<file path="src/pkg/ifoc_params.svh">
// Constants for the interlaced field output control block
`ifndef IFOC_PARAMS_SVH
`define IFOC_PARAMS_SVH

// Pixel and sensor geometry
`define IFOC_PIX_W 8
`define IFOC_OUT_W 9
`define IFOC_ROWS 8
`define IFOC_ROW_W 3
`define IFOC_LAST_ROW 3'h7
`define IFOC_COLS 4
`define IFOC_COL_W 2
`define IFOC_LAST_COL 2'h3
`define IFOC_HALF_ROWS 4
`define IFOC_PROW_W 2
`define IFOC_LAST_PROW 2'h3
`define IFOC_MEM_DEPTH 16
`define IFOC_MEM_AW 4

// Output buffer
`define IFOC_BUF_CNT_W 2
`define IFOC_BUF_FULL 2'h2

// Field timing
`define IFOC_FRAME_RATE_HZ 30
`define IFOC_FIELDS_PER_FRAME 2
`define IFOC_CLK_PERIOD_NS 10
`define IFOC_FIELD_PERIOD_NS (1000000000 / (`IFOC_FIELDS_PER_FRAME * `IFOC_FRAME_RATE_HZ))
`define IFOC_FIELD_GAP_CYC (`IFOC_FIELD_PERIOD_NS / `IFOC_CLK_PERIOD_NS)
`define IFOC_GAP_W 21

`endif

</file>
<file path="src/pkg/ifoc_pkg.sv">
// Types for the interlaced field output control block
`include "ifoc_params.svh"

package ifoc_pkg;

	typedef enum logic [1:0] {
		first_field_only,
		second_field_only,
		fields_appended,
		fields_interleaved
	} ifoc_field_readout_select_t;

	typedef enum logic [1:0] {
		st_idle,
		st_live,
		st_wait,
		st_play
	} ifoc_phase_t;

	typedef struct packed {
		logic [`IFOC_OUT_W-1:0] data;
		logic first;
		logic last;
	} ifoc_word_t;

	typedef struct packed {
		ifoc_phase_t st;
		ifoc_field_readout_select_t mode;
		logic field;
		logic [`IFOC_ROW_W-1:0] row;
		logic [`IFOC_COL_W-1:0] col;
		logic [`IFOC_PROW_W-1:0] prow;
		logic [`IFOC_COL_W-1:0] pcol;
		logic [`IFOC_GAP_W-1:0] gap;
		logic fresh;
		logic played;
		logic [`IFOC_BUF_CNT_W-1:0] cnt;
		ifoc_word_t e0;
		ifoc_word_t e1;
		logic out_valid;
		logic sens_ready;
		logic sens_start;
		logic busy;
	} ifoc_state_t;

endpackage : ifoc_pkg

</file>
<file path="src/hdl/ifoc_top.sv">
// Field acquisition sequencing, row binning, field memory and frame output
//
// Summary of operation
// - Four field output selections, one mode input.
// - First-field mode: trigger gives field 0 frame.
// - Single-field frames have half the sensor rows.
// - Second-field mode: trigger gives field 1 frame.
// - Field 0 bins rows 0+1, 2+3, ...
// - Field 1 bins rows 1+2, 3+4, ...
// - Appended: field 0 to memory, field 1 auto.
// - Appended frame: field 0 rows then field 1.
// - Interleaved: buffer field 0, merge with field 1.
// - Two-field modes need only one trigger.
// - Each field gets full exposure time.
// - Field 1 starts one field period later.
`timescale 1ns/100ps
`include "ifoc_params.svh"

module ifoc_top #(
	parameter int unsigned FIELD_GAP_CYC = `IFOC_FIELD_GAP_CYC
) (
	input wire logic clk_sys,
	input wire logic rst,
	input wire logic frame_trigger,
	input wire logic [1:0] field_readout_select,
	output logic sens_start,
	output logic sens_field,
	input wire logic sens_valid,
	input wire logic [`IFOC_PIX_W-1:0] sens_data,
	output logic sens_ready,
	output logic out_valid,
	input wire logic out_ready,
	output logic [`IFOC_OUT_W-1:0] out_data,
	output logic out_first,
	output logic out_last,
	output logic busy
);

	////////////////////////////////////////////////////////////////////////
	// Helpers

	function automatic logic [`IFOC_MEM_AW-1:0] mem_addr(
		input logic [`IFOC_PROW_W-1:0] r,
		input logic [`IFOC_COL_W-1:0] c
	);
		return {r, c};
	endfunction : mem_addr

	function automatic logic is_two(input ifoc_pkg::ifoc_field_readout_select_t m);
		return (m == ifoc_pkg::fields_appended) || (m == ifoc_pkg::fields_interleaved);
	endfunction : is_two

	// Row that closes a binned pair; the last field 1 row stands alone
	function automatic logic emits_row(
		input logic f,
		input logic [`IFOC_ROW_W-1:0] r
	);
		if (f) begin
			return (r != '0) && (!r[0] || (r == `IFOC_LAST_ROW));
		end
		return r[0];
	endfunction : emits_row

	function automatic logic need_play(input ifoc_pkg::ifoc_state_t x);
		return (x.st == ifoc_pkg::st_live) && (x.mode == ifoc_pkg::fields_interleaved)
			&& x.field && (x.col == '0) && emits_row(x.field, x.row) && !x.played;
	endfunction : need_play

	////////////////////////////////////////////////////////////////////////
	// State and storage

	ifoc_pkg::ifoc_state_t s;
	ifoc_pkg::ifoc_state_t next_s;
	ifoc_pkg::ifoc_word_t pw;

	// Line buffer holds the first row of each pair
	logic [`IFOC_PIX_W-1:0] line_mem [`IFOC_COLS];
	// Field memory holds binned field 0 in two-field modes
	logic [`IFOC_OUT_W-1:0] fld_mem [`IFOC_MEM_DEPTH];

	logic push;
	logic pop;
	logic room;
	logic line_we;
	logic mem_we;
	logic [`IFOC_MEM_AW-1:0] mem_wa;
	logic [`IFOC_OUT_W-1:0] sum;

	////////////////////////////////////////////////////////////////////////
	// Next state

	always_comb begin
		next_s = s;
		next_s.sens_start = 1'b0;
		push = 1'b0;
		pw = '0;
		line_we = 1'b0;
		mem_we = 1'b0;
		mem_wa = '0;
		sum = `IFOC_OUT_W'({1'b0, line_mem[s.col]} + {1'b0, sens_data});
		pop = s.out_valid && out_ready;
		room = (s.cnt != `IFOC_BUF_FULL) || pop;

		if (s.gap != '0) begin
			next_s.gap = s.gap - `IFOC_GAP_W'(1);
		end

		case (s.st)
			ifoc_pkg::st_idle: begin
				// Only idle takes a trigger
				if (frame_trigger) begin
					next_s.mode = ifoc_pkg::ifoc_field_readout_select_t'(field_readout_select);
					next_s.field = (field_readout_select == ifoc_pkg::second_field_only);
					next_s.sens_start = 1'b1;
					next_s.row = '0;
					next_s.col = '0;
					next_s.prow = '0;
					next_s.fresh = 1'b1;
					next_s.played = 1'b0;
					next_s.gap = `IFOC_GAP_W'(FIELD_GAP_CYC - 1);
					next_s.st = ifoc_pkg::st_live;
				end
			end
			ifoc_pkg::st_live: begin
				if (need_play(s)) begin
					next_s.pcol = '0;
					next_s.st = ifoc_pkg::st_play;
				end else if (sens_valid && s.sens_ready) begin
					if (s.field && (s.row == '0)) begin
						// Row 0 has no partner in field 1
						next_s.fresh = s.fresh;
					end else if (!emits_row(s.field, s.row)) begin
						line_we = 1'b1;
					end else if (!s.field && is_two(s.mode)) begin
						mem_we = 1'b1;
						mem_wa = mem_addr(s.row[`IFOC_ROW_W-1:1], s.col);
					end else begin
						push = 1'b1;
						pw.data = (s.field && (s.row == `IFOC_LAST_ROW))
							? {1'b0, sens_data} : sum;
						pw.first = s.fresh;
						pw.last = (s.row == `IFOC_LAST_ROW) && (s.col == `IFOC_LAST_COL);
						next_s.fresh = 1'b0;
					end
					next_s.col = s.col + `IFOC_COL_W'(1);
					if (s.col == `IFOC_LAST_COL) begin
						next_s.col = '0;
						next_s.row = s.row + `IFOC_ROW_W'(1);
						if (emits_row(s.field, s.row)) begin
							next_s.played = 1'b0;
						end
						if (s.row == `IFOC_LAST_ROW) begin
							// Second field follows without a trigger
							next_s.st = (!s.field && is_two(s.mode))
								? ifoc_pkg::st_wait : ifoc_pkg::st_idle;
						end
					end
				end
			end
			ifoc_pkg::st_wait: begin
				// Slow readout only delays field 1, never shortens exposure
				if (s.gap == '0) begin
					next_s.sens_start = 1'b1;
					next_s.field = 1'b1;
					next_s.row = '0;
					next_s.col = '0;
					next_s.prow = '0;
					next_s.pcol = '0;
					next_s.played = 1'b0;
					next_s.st = (s.mode == ifoc_pkg::fields_appended)
						? ifoc_pkg::st_play : ifoc_pkg::st_live;
				end
			end
			ifoc_pkg::st_play: begin
				if (room) begin
					push = 1'b1;
					pw.data = fld_mem[mem_addr(s.prow, s.pcol)];
					pw.first = s.fresh;
					pw.last = 1'b0;
					next_s.fresh = 1'b0;
					next_s.pcol = s.pcol + `IFOC_COL_W'(1);
					if (s.pcol == `IFOC_LAST_COL) begin
						next_s.pcol = '0;
						next_s.prow = s.prow + `IFOC_PROW_W'(1);
						if (s.mode == ifoc_pkg::fields_interleaved) begin
							next_s.played = 1'b1;
							next_s.st = ifoc_pkg::st_live;
						end else if (s.prow == `IFOC_LAST_PROW) begin
							next_s.st = ifoc_pkg::st_live;
						end
					end
				end
			end
			default: begin
				next_s.st = ifoc_pkg::st_idle;
			end
		endcase

		// Two-entry output buffer, head is the output register
		if (pop) begin
			next_s.e0 = s.e1;
			next_s.cnt = s.cnt - `IFOC_BUF_CNT_W'(1);
		end
		if (push) begin
			if (next_s.cnt == '0) begin
				next_s.e0 = pw;
			end else begin
				next_s.e1 = pw;
			end
			next_s.cnt = next_s.cnt + `IFOC_BUF_CNT_W'(1);
		end
		next_s.out_valid = (next_s.cnt != '0);
		// Ready is registered, so it promises room one cycle ahead
		next_s.sens_ready = (next_s.st == ifoc_pkg::st_live)
			&& (next_s.cnt != `IFOC_BUF_FULL) && !need_play(next_s);
		next_s.busy = (next_s.st != ifoc_pkg::st_idle);
	end

	////////////////////////////////////////////////////////////////////////
	// Registers

	always_ff @(posedge clk_sys) begin
		if (rst) begin
			s <= '0;
		end else begin
			s <= next_s;
		end
	end

	// Storage carries no reset; contents are always written before read
	always_ff @(posedge clk_sys) begin
		if (line_we) begin
			line_mem[s.col] <= sens_data;
		end
		if (mem_we) begin
			fld_mem[mem_wa] <= sum;
		end
	end

	////////////////////////////////////////////////////////////////////////
	// Outputs

	assign sens_start = s.sens_start;
	assign sens_field = s.field;
	assign sens_ready = s.sens_ready;
	assign out_valid = s.out_valid;
	assign out_data = s.e0.data;
	assign out_first = s.e0.first;
	assign out_last = s.e0.last;
	assign busy = s.busy;

endmodule : ifoc_top

</file>
<file path="config.mk">
export PLATFORM = sky130hd
export DESIGN_NAME = ifoc_top
export DESIGN_NICKNAME = d
export VERILOG_FILES = /design/src/pkg/ifoc_pkg.sv /design/src/hdl/ifoc_top.sv
export VERILOG_INCLUDE_DIRS = /design/src /design/src/pkg
export SDC_FILE = /design/constraint.sdc
export NUM_CORES = 1
export LEC_CHECK = 0
export BUFFER_PORTS_ARGS = -buffer_cell sky130_fd_sc_hd__clkbuf_2
export CAP_MARGIN = 0
export CORE_UTILIZATION = 50
export DETAILED_ROUTE_END_ITERATION = 8
export PLACE_DENSITY_LB_ADDON = 0.12
export SKIP_CTS_REPAIR_TIMING = 1
export SLEW_MARGIN = 20
export SYNTH_ARGS = -nofsm -noshare
export SYNTH_HDL_FRONTEND = slang
export SYNTH_SLANG_ARGS = --single-unit
</file>
<file path="constraint.sdc">
create_clock -name clk_sys -period 11.4 [get_ports clk_sys]
set_input_delay 1.71 -clock clk_sys [delete_from_list [all_inputs] [get_ports clk_sys]]
set_output_delay 1.71 -clock clk_sys [all_outputs]
set_load 0.05 [all_outputs]
</file>
Word level (Yosys, flattened, before mapping)

Memory sizes are Yosys's and may differ from the RTL's. A register that Yosys moved wholly into a read port is not among the register bits.
Index checks and enable logic that the tools add are counted.
Widths: inputs -> output; s select.

Memories kept: 2
Register bits: 65
RAM bits: 176
Output and inout bits: 16

Add/subtract/negate cells: 8
Bitwise logic cells: 1
Equality and inequality tests: 25
Reductions and logical operators: 48
Mux-type cells: 111

Memories:

| name     | words | width | read ports | clocked after memory_dff | write ports | line           | RTL |
|---|---|---|---|---|---|---|---|
| fld_mem  | 16    | 9     | 1          | 0                        | 1           | ifoc_top.sv:79 | `` logic [`IFOC_OUT_W-1:0] fld_mem [`IFOC_MEM_DEPTH]; `` |
| line_mem | 4     | 8     | 1          | 1                        | 1           | ifoc_top.sv:77 | `` logic [`IFOC_PIX_W-1:0] line_mem [`IFOC_COLS]; `` |

Operators with widths:

| kind                  | count |
|---|---|
| $mux 11               | 8 |
| $mux 1                | 57 |
| $mux 21               | 2 |
| $mux 2                | 17 |
| $mux 4                | 8 |
| $mux 24               | 1 |
| $mux 23               | 1 |
| $pmux 11 s2           | 1 |
| $logic_not 21->1      | 1 |
| $reduce_bool 21->1    | 1 |
| $sub 21x1->21 const B | 1 |
| $logic_and 1x1->1     | 20 |
| $ne 2x2->1 const B    | 9 |
| $eq 2x2->1 const B    | 8 |
| $mux 5                | 3 |
| $pmux 5 s3            | 1 |
| $reduce_bool 3->1     | 5 |
| $mux 13               | 1 |
| $mux 12               | 1 |
| $pmux 2 s3            | 2 |
| $mux 10               | 1 |
| $add 8x8->9           | 1 |
| $mux 9                | 1 |
| $add 2x1->2 const B   | 4 |
| other kinds (19)      | 38 |

Logic depth before layout (Yosys ltp)

Word-level depth: 25
Mapped depth: 12
Gate-level depth less buffers: 10

Least setup slack after synthesis

No wires, ideal clock.

Kind: input port to flip-flop
From: input port sens_data[0]
To: register s, in the netlist out_data[4]
Setup slack: 7.677 ns
Arrival time: 3.632 ns
Stages: 9
Setup time: 0.091 ns
Buffers on the path: 0
Cell sequence: ha_1 -> fa_1 -> a21o_1 -> a21oi_1 -> xnor2_1 -> mux2i_1 -> o21ai_0 -> nor2_1 -> a311oi_1

Word-level cells in the longest chain between the ends: 10

RTL lines:

| item                 | line            | RTL |
|---|---|---|
| start, declared      | ifoc_top.sv:29  | `` input wire logic [`IFOC_PIX_W-1:0] sens_data, `` |
| $add 8x8->9          | ifoc_top.sv:100 | `` sum = `IFOC_OUT_W'({1'b0, line_mem[s.col]} + {1'b0, sens_data}); `` |
| net sum[4]           | ifoc_top.sv:87  | `` logic [`IFOC_OUT_W-1:0] sum; `` |
| $mux 9               | ifoc_top.sv:139 | `` pw.data = (s.field && (s.row == `IFOC_LAST_ROW)) `` |
| $mux 11              | ifoc_top.sv:134 | `end else if (!s.field && is_two(s.mode)) begin` |
| $mux 11              | ifoc_top.sv:132 | `end else if (!emits_row(s.field, s.row)) begin` |
| $mux 11              | ifoc_top.sv:129 | `if (s.field && (s.row == '0)) begin` |
| $mux 11              | ifoc_top.sv:128 | `end else if (sens_valid && s.sens_ready) begin` |
| $mux 11              | ifoc_top.sv:125 | `if (need_play(s)) begin` |
| $pmux 11 s2          | ifoc_top.sv:108 | `case (s.st)` |
| $mux 11              | ifoc_top.sv:205 | `if (next_s.cnt == '0) begin` |
| $mux 24              | ifoc_top.sv:204 | `if (push) begin` |
| end signal, assigned | ifoc_top.sv:226 | `s <= next_s;` |
| end, declared        | ifoc_top.sv:72  | `ifoc_pkg::ifoc_state_t s;` |

The timed path passes the listed nets, and every way through them passes these cells.
A chain may end at the register's enable or synchronous reset.

Final worst setup path

From: register s[55] (netlist name)
To: memory fld_mem[1][2] (netlist name), enable pin

Word-level cells in the longest chain between the ends: 8

RTL lines:

| item                           | line            | RTL |
|---|---|---|
| $logic_not 2->1                | ifoc_top.sv:66  | `&& x.field && (x.col == '0) && emits_row(x.field, x.row) && !x.played;` |
| $logic_and 1x1->1 (3 in a row) | ifoc_top.sv:66  |  |
| $mux 1                         | ifoc_top.sv:125 |  |
| $mux 1                         | ifoc_top.sv:108 |  |
| $mux 1                         | ifoc_top.sv:235 | `if (mem_we) begin` |
| $mux 1 (not written as such)   | ifoc_top.sv:236 | `fld_mem[mem_wa] <= sum;` |
| end, declared                  | ifoc_top.sv:79  |  |

Parallel ways exist; a longest one is shown, timed or not.

==> impl_results.html <==
<table>
<tr><th>Metric</th><th>Value</th></tr>
<tr><th colspan="2">Layout</th></tr>
<tr><td>Area delta synth-&gt;final</td><td>12.53%</td></tr>
<tr><td>Commonest cells after routing, fill and taps aside</td><td>176 x sky130_fd_sc_hd__edfxtp_1, 64 x sky130_fd_sc_hd__dfxtp_1, 62 x sky130_fd_sc_hd__nor2_1, 53 x sky130_fd_sc_hd__mux4_2, 49 x sky130_fd_sc_hd__nand2_1</td></tr>
<tr><td>Post-route non-filler standard cell count</td><td>1049</td></tr>
<tr><td>Finished Core Util</td><td>0.5766</td></tr>
<tr><td>Antenna diode instance count</td><td>0</td></tr>
<tr><td>Most common cell after layout, fill and taps aside</td><td>sky130_fd_sc_hd__edfxtp_1</td></tr>
<tr><td>Net total in the final layout</td><td>797</td></tr>
<tr><td>Share of cells above drive strength 1</td><td>0.2092</td></tr>
<tr><th colspan="2">Place</th></tr>
<tr><td>Post-placement cell count</td><td>1003</td></tr>
<tr><td># port buffers</td><td>30</td></tr>
<tr><td>Final weighted congestion of routability-driven global placement</td><td>0.8580</td></tr>
<tr><td>Worst Setup Slack post-DPL</td><td>~7100 ps</td></tr>
<tr><td>Detailed placement HPWL</td><td>15160 µm</td></tr>
<tr><th colspan="2">Timing</th></tr>
<tr><td>Transition time at the pin with the least slew margin</td><td>925.9 ps</td></tr>
<tr><td>Final count of pins violating max slew</td><td>0</td></tr>
<tr><td>Final Skew</td><td>12.66 ps</td></tr>
<tr><td>Min Tclk post-route</td><td>approximately 3800 ps</td></tr>
<tr><td>Maximum frequency from static timing analysis</td><td>266.2 MHz</td></tr>
<tr><td>Fraction of the cycle the final worst path needs</td><td>0.3295</td></tr>
<tr><td>Total of endpoints with negative setup slack in the final report</td><td>0</td></tr>
<tr><td>Setup TNS Final</td><td>0 ps</td></tr>
<tr><td>Hold violation total from the final report</td><td>0</td></tr>
<tr><td>Headroom to the max-slew limit</td><td>0.3819</td></tr>
<tr><td>Worst Setup Slack, final</td><td>7644 ps</td></tr>
<tr><td>RSZ-0062 raised after global routing</td><td>no</td></tr>
<tr><th colspan="2">Synthesis</th></tr>
<tr><td>Top FF cell, synth</td><td>sky130_fd_sc_hd__edfxtp_1</td></tr>
<tr><td>Distinct cell type count of the synthesized netlist</td><td>54</td></tr>
<tr><td>Synthesized area per cell</td><td>about 14 µm²</td></tr>
<tr><td>Cell type with the highest aggregate area in the netlist</td><td>sky130_fd_sc_hd__edfxtp_1</td></tr>
<tr><td>Most area-consuming cells after synthesis</td><td>sky130_fd_sc_hd__edfxtp_1 51%, sky130_fd_sc_hd__dfxtp_1 13%, sky130_fd_sc_hd__mux4_2 11%</td></tr>
<tr><td>Warning count from the yosys run</td><td>0</td></tr>
<tr><td>Number of cells produced by synthesis</td><td>730</td></tr>
<tr><td>Synthesized Nets</td><td>766</td></tr>
<tr><td>Post-synthesis sequential element count</td><td>around 240</td></tr>
<tr><td>Summed instance area of the synthesized netlist</td><td>10400 µm²</td></tr>
<tr><td>Post-synth top area share</td><td>0.5081</td></tr>
<tr><td>Ys async rst share</td><td>0</td></tr>
<tr><td>Post-synth EDFFs</td><td>around 180</td></tr>
<tr><td>Sequential element share of the synthesized area</td><td>0.6332</td></tr>
<tr><th colspan="2">Routing</th></tr>
<tr><td>Total Wirelength</td><td>approximately 24000 µm</td></tr>
<tr><td>Final routed DRC violation total</td><td>0</td></tr>
<tr><td>Drt initial violations</td><td>460</td></tr>
<tr><td>Via count of the routed design</td><td>approximately 6200</td></tr>
<tr><td>Via-to-Cell Ratio</td><td>5.926</td></tr>
<tr><td>Number of nets still failing antenna checks after routing</td><td>0</td></tr>
<tr><td>Length of the first detailed-routing pass in iterations</td><td>5</td></tr>
<tr><td>Per-cell routed wire length</td><td>approximately 23 µm</td></tr>
<tr><th colspan="2">Floorplan</th></tr>
<tr><td>Die Y-Extent</td><td>146.2 µm</td></tr>
<tr><td>Std cell rows</td><td>52</td></tr>
<tr><td>Width of the die</td><td>146.2 µm</td></tr>
<tr><td>Number of top-level design ports</td><td>31</td></tr>
<tr><td>Floorplan die area</td><td>between 20000 and 25000 µm²</td></tr>
<tr><td>Core box area</td><td>20300 µm²</td></tr>
<tr><td>Starting Density</td><td>0.5124</td></tr>
<tr><th colspan="2">Pwr</th></tr>
<tr><td>Power after layout</td><td>2.050 mW</td></tr>
<tr><td>Highest ir drop seen on vdd</td><td>108.2 µV</td></tr>
<tr><td>Total power per unit cell area</td><td>175.2 nW/µm²</td></tr>
<tr><td>Leakage power figure</td><td>3.919 nW</td></tr>
<tr><th colspan="2">GRT</th></tr>
<tr><td>Number of antenna violations at the first check in global routing</td><td>0</td></tr>
<tr><td>First-pass GRT wire length</td><td>36650 µm</td></tr>
<tr><td>Maximum number of pins on one net before global-route repair</td><td>between 50 and 60</td></tr>
<tr><td>Overflow left after global routing</td><td>0</td></tr>
<tr><td>Vias in the first global route</td><td>6304</td></tr>
<tr><td>Total routing usage reported by global routing</td><td>0.2289</td></tr>
<tr><th colspan="2">Worst setup path</th></tr>
<tr><td>CP cell instances</td><td>inv_1 -&gt; ha_1 -&gt; nand2_1 -&gt; nor3_1 -&gt; and4_1 -&gt; or3_1 -&gt; nor3_1 -&gt; nand2_1 -&gt; nor3_2 -&gt; buf_4</td></tr>
<tr><td>Endpoint arrival time on the critical path</td><td>approximately 4000 ps</td></tr>
<tr><td>Maximum single-stage delay on the critical path</td><td>810 ps</td></tr>
<tr><td>Number of buffer and inverter instances along the worst setup path</td><td>2</td></tr>
<tr><td>Crit Path Max Fanout</td><td>15</td></tr>
<tr><td>Family of cells with the greatest summed delay on the critical path</td><td>simple AND/OR/NAND/NOR gates</td></tr>
<tr><td>Startpoint-to-endpoint class of the critical path</td><td>register to register</td></tr>
<tr><td>Standard cell with the maximum stage delay on the critical path</td><td>sky130_fd_sc_hd__dfxtp_1</td></tr>
<tr><td>CP Capture Type</td><td>register</td></tr>
<tr><td>Type of origin of the critical path</td><td>register</td></tr>
<tr><td>Endpoint required time on the critical path</td><td>11640 ps</td></tr>
<tr><th colspan="2">CTS</th></tr>
<tr><td>Skew-Pair Late Insertion Delay</td><td>530 ps</td></tr>
<tr><td>Root buffer selected by CTS</td><td>sky130_fd_sc_hd__clkbuf_16</td></tr>
<tr><td>Maximum count of clock buffers along a single path</td><td>3</td></tr>
<tr><td>Maximum level of the CTS H-tree</td><td>1</td></tr>
<tr><td>Clock transition at the registers of the reported paths</td><td>60 ps</td></tr>
<tr><td>Inserted Clock Buffers</td><td>26</td></tr>
<tr><td>Sink Count</td><td>around 240</td></tr>
<tr><td>CTS tree</td><td>built</td></tr>
<tr><th colspan="2">Flow run</th></tr>
<tr><td>Maximum Capacitance Violations</td><td>0</td></tr>
<tr><th colspan="2">Hold path</th></tr>
<tr><td>Class of the most critical hold timing path</td><td>register to register</td></tr>
<tr><th colspan="2">Outcome</th></tr>
<tr><td>Outcome</td><td>finished, final reports clean</td></tr>
</table>
-- power breakdown --
group | total [mW] | switching [mW] | internal (mW)
Clock | 0.817 | 0.332 | 0.486
Sequential | 1.02 | 0.0348 | 0.980
Combinational | 0.218 | 0.147 | 0.0709
Total | 2.05 | 0.513 | 1.54
-- synthesized netlist by cell type (9+ instances only) --
library cell / number
sky130_fd_sc_hd__buf_2: 9
sky130_fd_sc_hd__ha_1: 20
sky130_fd_sc_hd__nor3_1: 16
sky130_fd_sc_hd__or3_1: 9
sky130_fd_sc_hd__nand3_1: 19
sky130_fd_sc_hd__nor2_1: 62
sky130_fd_sc_hd__mux4_2: 53
sky130_fd_sc_hd__nand2_1: 49
sky130_fd_sc_hd__buf_4: 9
sky130_fd_sc_hd__a211oi_1: 15
sky130_fd_sc_hd__inv_1: 14
sky130_fd_sc_hd__dfxtp_1: 65
sky130_fd_sc_hd__xnor2_1: 11
sky130_fd_sc_hd__clkbuf_1: 26
sky130_fd_sc_hd__edfxtp_1: 176
sky130_fd_sc_hd__a21oi_1: 36
sky130_fd_sc_hd__mux2i_1: 12
sky130_fd_sc_hd__o21ai_0: 19
-- logic make-up (layout without fill, tap and decap cells) --
group                    count (synthesis)  count (layout)  synth area share
AO/OA/AOI/OAI                          108             108           0.06797
XOR/XNOR                                19              19           0.01600
adder cells (fa/ha/maj)                 22              22           0.02707
buffers and inverters                   62             111           0.02670
flip-flops                             241             241            0.6332
multiplexers                            66              66            0.1274
AND/OR/NAND/NOR                        212             212            0.1016
-- per-layer routing --
layer,up-vias,global-route usage,part of all wire
met5,-,0,0
met4,0,0.07083,0.030
met3,46,0.03594,0.055
met2,173,0.3914,0.49
met1,3137,0.3011,0.42
li1,2860,-,-
-- final timing paths --
kind / startpoint / endpoint / slack [ps] / cells past startpoint
max: s[55] / fld_mem[1][2] / 7640 / 10
min: out_first / out_first / 490 / 2
max reg2reg: s[55] / fld_mem[1][2] / 7640 / 10
min reg2reg: out_first / out_first / 490 / 2
-- worst register-to-register path: stages (launching register included) --
cell and delay [ps]:
sky130_fd_sc_hd__dfxtp_1 810, sky130_fd_sc_hd__inv_1 230, sky130_fd_sc_hd__ha_1 270, sky130_fd_sc_hd__nand2_1 110
sky130_fd_sc_hd__nor3_1 80, sky130_fd_sc_hd__and4_1 240, sky130_fd_sc_hd__or3_1 480, sky130_fd_sc_hd__nor3_1 260
sky130_fd_sc_hd__nand2_1 160, sky130_fd_sc_hd__nor3_2 550, sky130_fd_sc_hd__buf_4 290
-- through the flow --
step	hold slack (ps)	cell area (µm²)
2_1_floorplan	449.9	10400
3_3_place_gp	467.3	10840
3_5_place_dp	480.2	10850
4_1_cts	488.7	11670
5_1_grt	515.3	11710
6_report	485.6	11710
-- layout make-up --
class,instances,area [µm²]
fill,1621,8594
multi-input combinational,427,3591
inverter,14,52.55
clock buffer,31,669.4
tap,270,337.8
timing repair buffer,51,307.8
sequential,241,6588
clock inverter,15,158.9
-- state kept, by name, indices dropped and copies added, names as in the netlist --
register	flops
sens_ready	1
out_data	9
s	49
out_valid	1
sens_start	1
busy	1
fld_mem	144
out_first	1
sens_field	1
line_mem	32
out_last	1
Note: power is estimated with default switching activity, not from simulation.
